==> src/hdl/pfc_pkg.sv <==
package pfc_pkg;
    localparam logic [11:0] PFC_REG_OFFSET = 12'h1a4;
    localparam int PFC_BIT_BP = 6;
    localparam int PFC_BIT_DUP = 5;
    localparam int PFC_BIT_CUR_RX = 4;
    localparam int PFC_BIT_CUR_TX = 3;
    localparam int PFC_BIT_RX_EN = 2;
    localparam int PFC_BIT_TX_EN = 1;
    localparam int PFC_BIT_MANUAL = 0;
    localparam int PFC_FIELD_W = 7;
    localparam logic [31:0] PFC_RESERVED_VALUE = 32'h0000_0000;
    localparam logic PFC_RESET_BP = 1'b0;
    localparam logic PFC_RESET_PAUSE = 1'b0;
    localparam logic PFC_RESET_MANUAL = 1'b0;
    localparam logic [2:0] PFC_SYNC_RESET = 3'h0;
endpackage : pfc_pkg

==> src/hdl/pfc_sync.sv <==
module pfc_sync (
    input wire logic clk,
    input wire logic rst,
    input wire logic din,
    output logic dout
);
    import pfc_pkg::*;
    logic [2:0] stage;

    // stage[0] feeds only stage[1]; change taken once stages 1 and 2 agree
    always_ff @(posedge clk) begin
        if (rst) begin
            stage <= PFC_SYNC_RESET;
        end else begin
            stage <= {stage[1:0], din};
        end
    end

    always_ff @(posedge clk) begin
        if (rst) begin
            dout <= 1'b0;
        end else if (stage[2] == stage[1]) begin
            dout <= stage[2];
        end
    end
endmodule : pfc_sync

==> src/hdl/pfc_port2_flow_control.sv <==
// Functional notes
// - bit 6 backpressure enable drives half-duplex backpressure output.
// - bit 5 reads current duplex, 0 full, 1 half.
// - bit 4 reads one while pause receive is active.
// - bit 3 reads one while pause transmit is active.
// - bit 2 enables pause detection when manual or negotiation disabled.
// - bit 1 enables pause generation when manual or negotiation disabled.
// - manual zero with negotiation on uses negotiated result; enables ignored.
// - manual one lets enables alone set flow control in full duplex.
// - reads return flow control actually in effect.
// - writes never touch the phy negotiation advertisement.
// - reset clears fields; straps load on the first cycle after release.
// - loader strap rewrite updates the register fields.
module pfc_port2_flow_control (
    input wire logic CLK,
    input wire logic SYS_RST,
    input wire logic [11:0] ADDR,
    input wire logic WR,
    input wire logic RD,
    input wire logic [31:0] WDATA,
    output logic [31:0] RDATA,
    input wire logic BACKPRESSURE_STRAP,
    input wire logic FULL_DUPLEX_PAUSE_STRAP,
    input wire logic MANUAL_SELECT_STRAP,
    input wire logic STRAP_RELOAD,
    input wire logic HALF_DUPLEX,
    input wire logic AN_ENABLE,
    input wire logic AN_PAUSE_RX,
    input wire logic AN_PAUSE_TX,
    output logic BACKPRESSURE_ENABLE,
    output logic CURRENT_PAUSE_RX,
    output logic CURRENT_PAUSE_TX
);
    import pfc_pkg::*;

    logic backpressure_enable;
    logic pause_rx_enable;
    logic pause_tx_enable;
    logic manual_select;
    logic reset_seen;
    logic current_duplex;
    logic an_enable_s;
    logic an_rx_s;
    logic an_tx_s;
    logic next_rx;
    logic next_tx;
    logic hit;
    logic load;
    logic write_hit;
    logic read_hit;
    logic negotiated;
    logic [31:0] next_rdata;

    // link status arrives from the phy side, so it is resynchronised
    pfc_sync u_sync_dup (
        .clk(CLK),
        .rst(SYS_RST),
        .din(HALF_DUPLEX),
        .dout(current_duplex)
    );

    pfc_sync u_sync_an (
        .clk(CLK),
        .rst(SYS_RST),
        .din(AN_ENABLE),
        .dout(an_enable_s)
    );

    // rx and tx results may settle a cycle apart; a short mixed state is harmless
    pfc_sync u_sync_anrx (
        .clk(CLK),
        .rst(SYS_RST),
        .din(AN_PAUSE_RX),
        .dout(an_rx_s)
    );

    pfc_sync u_sync_antx (
        .clk(CLK),
        .rst(SYS_RST),
        .din(AN_PAUSE_TX),
        .dout(an_tx_s)
    );

    assign hit = (ADDR == PFC_REG_OFFSET);
    assign write_hit = WR && hit;
    assign read_hit = RD && hit;
    // straps are caught on the first cycle after reset release, never under reset
    assign load = !reset_seen || STRAP_RELOAD;

    always_ff @(posedge CLK) begin
        if (SYS_RST) begin
            reset_seen <= 1'h0;
        end else begin
            reset_seen <= 1'h1;
        end
    end

    // loader rewrite wins over a software write in the same cycle
    always_ff @(posedge CLK) begin
        if (SYS_RST) begin
            backpressure_enable <= PFC_RESET_BP;
        end else if (load) begin
            backpressure_enable <= BACKPRESSURE_STRAP;
        end else if (write_hit) begin
            backpressure_enable <= WDATA[PFC_BIT_BP];
        end
    end

    always_ff @(posedge CLK) begin
        if (SYS_RST) begin
            pause_rx_enable <= PFC_RESET_PAUSE;
        end else if (load) begin
            pause_rx_enable <= FULL_DUPLEX_PAUSE_STRAP;
        end else if (write_hit) begin
            pause_rx_enable <= WDATA[PFC_BIT_RX_EN];
        end
    end

    always_ff @(posedge CLK) begin
        if (SYS_RST) begin
            pause_tx_enable <= PFC_RESET_PAUSE;
        end else if (load) begin
            pause_tx_enable <= FULL_DUPLEX_PAUSE_STRAP;
        end else if (write_hit) begin
            pause_tx_enable <= WDATA[PFC_BIT_TX_EN];
        end
    end

    // no path leads to the phy advertisement; it stays as negotiated
    always_ff @(posedge CLK) begin
        if (SYS_RST) begin
            manual_select <= PFC_RESET_MANUAL;
        end else if (load) begin
            manual_select <= MANUAL_SELECT_STRAP;
        end else if (write_hit) begin
            manual_select <= WDATA[PFC_BIT_MANUAL];
        end
    end

    // negotiated result only rules when manual is off and negotiation is on
    assign negotiated = !manual_select && an_enable_s;

    // pause only meaningful in full duplex, so half duplex forces both off
    always_comb begin
        if (current_duplex) begin
            next_rx = 1'h0;
            next_tx = 1'h0;
        end else if (negotiated) begin
            next_rx = an_rx_s;
            next_tx = an_tx_s;
        end else begin
            next_rx = pause_rx_enable;
            next_tx = pause_tx_enable;
        end
    end

    always_ff @(posedge CLK) begin
        if (SYS_RST) begin
            CURRENT_PAUSE_RX <= 1'h0;
        end else begin
            CURRENT_PAUSE_RX <= next_rx;
        end
    end

    always_ff @(posedge CLK) begin
        if (SYS_RST) begin
            CURRENT_PAUSE_TX <= 1'h0;
        end else begin
            CURRENT_PAUSE_TX <= next_tx;
        end
    end

    always_ff @(posedge CLK) begin
        if (SYS_RST) begin
            BACKPRESSURE_ENABLE <= 1'h0;
        end else begin
            BACKPRESSURE_ENABLE <= backpressure_enable;
        end
    end

    // pause status bits 4 and 3 come from the output flops so a read matches the pins; bit 5 comes from the synchroniser
    always_comb begin
        next_rdata = PFC_RESERVED_VALUE;
        next_rdata[PFC_BIT_BP] = backpressure_enable;
        next_rdata[PFC_BIT_DUP] = current_duplex;
        next_rdata[PFC_BIT_CUR_RX] = CURRENT_PAUSE_RX;
        next_rdata[PFC_BIT_CUR_TX] = CURRENT_PAUSE_TX;
        next_rdata[PFC_BIT_RX_EN] = pause_rx_enable;
        next_rdata[PFC_BIT_TX_EN] = pause_tx_enable;
        next_rdata[PFC_BIT_MANUAL] = manual_select;
    end

    // registered read data; one cycle latency, zero when not read
    always_ff @(posedge CLK) begin
        if (SYS_RST) begin
            RDATA <= PFC_RESERVED_VALUE;
        end else if (read_hit) begin
            RDATA <= next_rdata;
        end else begin
            RDATA <= PFC_RESERVED_VALUE;
        end
    end

endmodule : pfc_port2_flow_control

==> config.mk <==
export PLATFORM = sky130hd
export DESIGN_NAME = pfc_port2_flow_control
export DESIGN_NICKNAME = d
export VERILOG_FILES = /design/src/hdl/pfc_pkg.sv /design/src/hdl/pfc_sync.sv /design/src/hdl/pfc_port2_flow_control.sv
export SDC_FILE = /design/constraint.sdc
export NUM_CORES = 1
export LEC_CHECK = 0
export BUFFER_PORTS_ARGS = -buffer_cell sky130_fd_sc_hd__clkbuf_2
export CAP_MARGIN = 10
export CORE_MARGIN = 10
export CORE_UTILIZATION = 30
export DETAILED_ROUTE_END_ITERATION = 8
export PLACE_DENSITY_LB_ADDON = 0.1
export SKIP_LAST_GASP = 1
export SYNTH_ARGS = -nofsm -noshare
export SYNTH_HDL_FRONTEND = slang
export SYNTH_SLANG_ARGS = --single-unit
==> constraint.sdc <==
create_clock -name CLK -period 1.3 [get_ports CLK]
set_input_delay 0 -clock CLK [delete_from_list [all_inputs] [get_ports CLK]]
set_output_delay 0 -clock CLK [all_outputs]
set_load 0.01 [all_outputs]
==> summary.txt <==
Largest delay share family, worst path: flip-flops
Clock root buffer: clkbuf_8
Vias/cell: 4.06
Final #Nets: 221
Net switching power: 412 uW
Comb power frac: 9.5%
Most common cell after layout, fill and taps aside: clkbuf_2
Routing usage on met2: 13.6%
Final setup vio count: 0
Clock power share: 36.2%
RSZ-0062 raised after global routing: false
H-tree levels: 2
CP max stage cell: dfxtp_1
Top_reg_cell synth: dfxtp_1
Crit start category: flop
Worst reg2reg startpoint: reset_seen
Setup WS pre-CTS: 123 ps
Clock-pin slew on the worst setup and hold paths: 60 ps
Met3 usage: 3.92%
TritonCTS Buffers: 5
HP Start: SYS_RST
Sink Count: 31
Initial DRC Count: 23
Fin cells: 214
Switch share: 22.5%
Final Hold Fails: 0
Final wirelength: 2620 um
P_int: 1420 uW
Num ports: 91
Reg power frac: 54.4%
Most frequent cells in the layout: clkbuf_2 (37), dfxtp_1 (31), conb_1 (25)
CP max stage delay: 300 ps
DR pass1 iterations: 2
RD Place Congestion: 0.682
Post-synth EDFFs: 0
CP Capture Type: flop
P_leak: 0.000716 uW
Async SR Flop Fraction: 0%
Share of cells above drive strength 1: 31.1%
DR DRC count: 0
WP buf/inv: 1
Final Max Tran Viols: 0
Largest net degree at the start of global routing: 20
Yosys reg bits: 31
Max cap viols: 0
R2r endpoint: pause_tx_enable
Row count: 23
Hold Path Stages: 2
Seq/Total Area, Yosys: 49.0%
Max rail drop VDD: 0.000399 V
Final HPWL DP: 2130 um
FMAX: 865 MHz
Critical path class: flop to flop
Core Region: 4030 um2
Die width: 85.0 um
IO buf count: 37
Vias in the first global route: 965
Setup TNS Final: 0 ps
Syn_area_per_cell: 10.6 um2
Final Util: 38.0%
Crit share post-route: 89.0%
WL/cell: 12.3 um
Hold EP: BACKPRESSURE_ENABLE
Post-synthesis cell type count: 24
Critical Path Fanout Max: 9
Postcts setup bufs: 0
Clk_lat worst skew: 280 ps
Via count: 868
Cells after DPL: 204
Reg2Reg Depth: 5
Die Y: 85.0 um
Layout area overhead: 20.9%
Overall global routing resource usage: 7.80%
Worst Hold Class: input port to flop
Worst R2R Setup Slack: 140 ps
Routed Antenna Nets: 0
Post-Syn Instances: 119
Pwr dens: 1190 nW/um2
Bufs on Longest Clock Path: 2
Max Clock Skew: 4.08 ps
Status: finished, final reports clean
CTS tree: done
Initial Util: 31.4%
GRT Max-Usage Layer: met2
Total Die Area: 7220 um2
First-pass GRT wire length: 4450 um
Worst path required time: 1470 ps
Worst-path cell chain: nor2b_1 > buf_4 > mux2i_1 > a211oi_1 > a31o_1
Worst setup margin: 143 ps
Met1 usage: 6.82%
Diode count: 0
Initial antenna violation count: 0
YS warnings: 0
FILL cells: 439
Grt total ovfl: 0
Final worst path period need: 1160 ps
Post-Synthesis Cell Area: 1270 um2
Worst Path Arrival: 1330 ps
layout make-up:
class / instances / area (um2) / area share (%)
well taps: 50 / 62.6 / 4.08
repair buffers: 43 / 240 / 15.7
clock buffers: 6 / 72.6 / 4.74
multi-input cells: 83 / 532 / 34.7
flip-flops and latches: 31 / 621 / 40.5
inverters: 1 / 3.75 / 0.245
metal layers:
layer | vias to the layer above | share of wire [%]
met1 | 388 | 38
met4 | 0 | 3.0
met2 | 34 | 50
met3 | 8 | 9.0
li1 | 438 | -
met5 | - | 0
what timing repair did:
item | CTS | global route
setup endpoints to repair | 0 | 0
hold buffers | 4 | 0
resized for setup | 0 | 0
hold endpoints to repair | 4 | 0
cells in the mapped netlist (all sizes together) (3+ instances only):
master	number	area share, %
dfxtp	31	49
buf	25	15
nor2b	14	6.9
and2	8	4.2
mux2i	6	4.7
a21oi	4	1.6
nand2	4	1.2
o21ai	4	1.6
a211oi	3	1.8
a31o	3	2.1
clkbuf	3	0.99
power by group through the flow:
stage / sequential, uW / combinational, uW / clock, uW
final: 995 / 173 / 662
after global routing: 999 / 195 / 728
after CTS: 996 / 171 / 693
after detailed placement: 1020 / 161 / 0
after global placement: 1010 / 159 / 0
after floorplan: 1010 / 151 / 0
logic make-up after synthesis:
group	Yosys count	share of synthesized area, %
muxes	6	4.74
other	1	0.296
and+or+nand+nor	37	21.8
DFF	31	49.0
buffers and inverters	29	16.1
AOI/OAI and AO/OA	15	8.00
sequential cells by signal (all words and copies together), names as in the netlist:
register / flops
u_sync_antx.dout: 1
u_sync_anrx.stage: 3
BACKPRESSURE_ENABLE: 1
manual_select: 1
u_sync_an.stage: 3
u_sync_dup.dout: 1
u_sync_an.dout: 1
CURRENT_PAUSE_TX: 1
backpressure_enable: 1
u_sync_dup.stage: 3
u_sync_antx.stage: 3
RDATA: 7
reset_seen: 1
pause_rx_enable: 1
CURRENT_PAUSE_RX: 1
u_sync_anrx.dout: 1
pause_tx_enable: 1
worst max-delay path by stage:
stage | slack [ps] | to | start | depth (start not counted)
3_5_place_dp | 120 | pause_tx_enable | ADDR[4] | 5
2_1_floorplan | 160 | pause_rx_enable | reset_seen | 5
5_1_grt | 50 | pause_tx_enable | reset_seen | 5
4_1_cts | 120 | pause_tx_enable | reset_seen | 5
6_report | 140 | pause_tx_enable | reset_seen | 5
3_3_place_gp | 130 | RDATA[5] | ADDR[4] | 5
stage by stage:
step | hold slack [ps] | cell area, um2 | total power, uW
6_report | 31.1 | 1530 | 1830
5_1_grt | 26.6 | 1530 | 1920
4_1_cts | 19.7 | 1530 | 1860
3_5_place_dp | 215 | 1420 | 1180
3_3_place_gp | 209 | 1420 | 1170
2_1_floorplan | 83.2 | 1360 | 1160
worst reg2reg max path, delay by kind of cell, from the launching register on:
| kind | cells | cell delay, ps |
|---|---|---|
| muxes | 1 | 200 |
| buffers and inverters | 1 | 180 |
| AOI/OAI and AO/OA | 2 | 260 |
| DFF | 1 | 300 |
| and+or+nand+nor | 1 | 120 |
(Power assumes the default switching activity.)
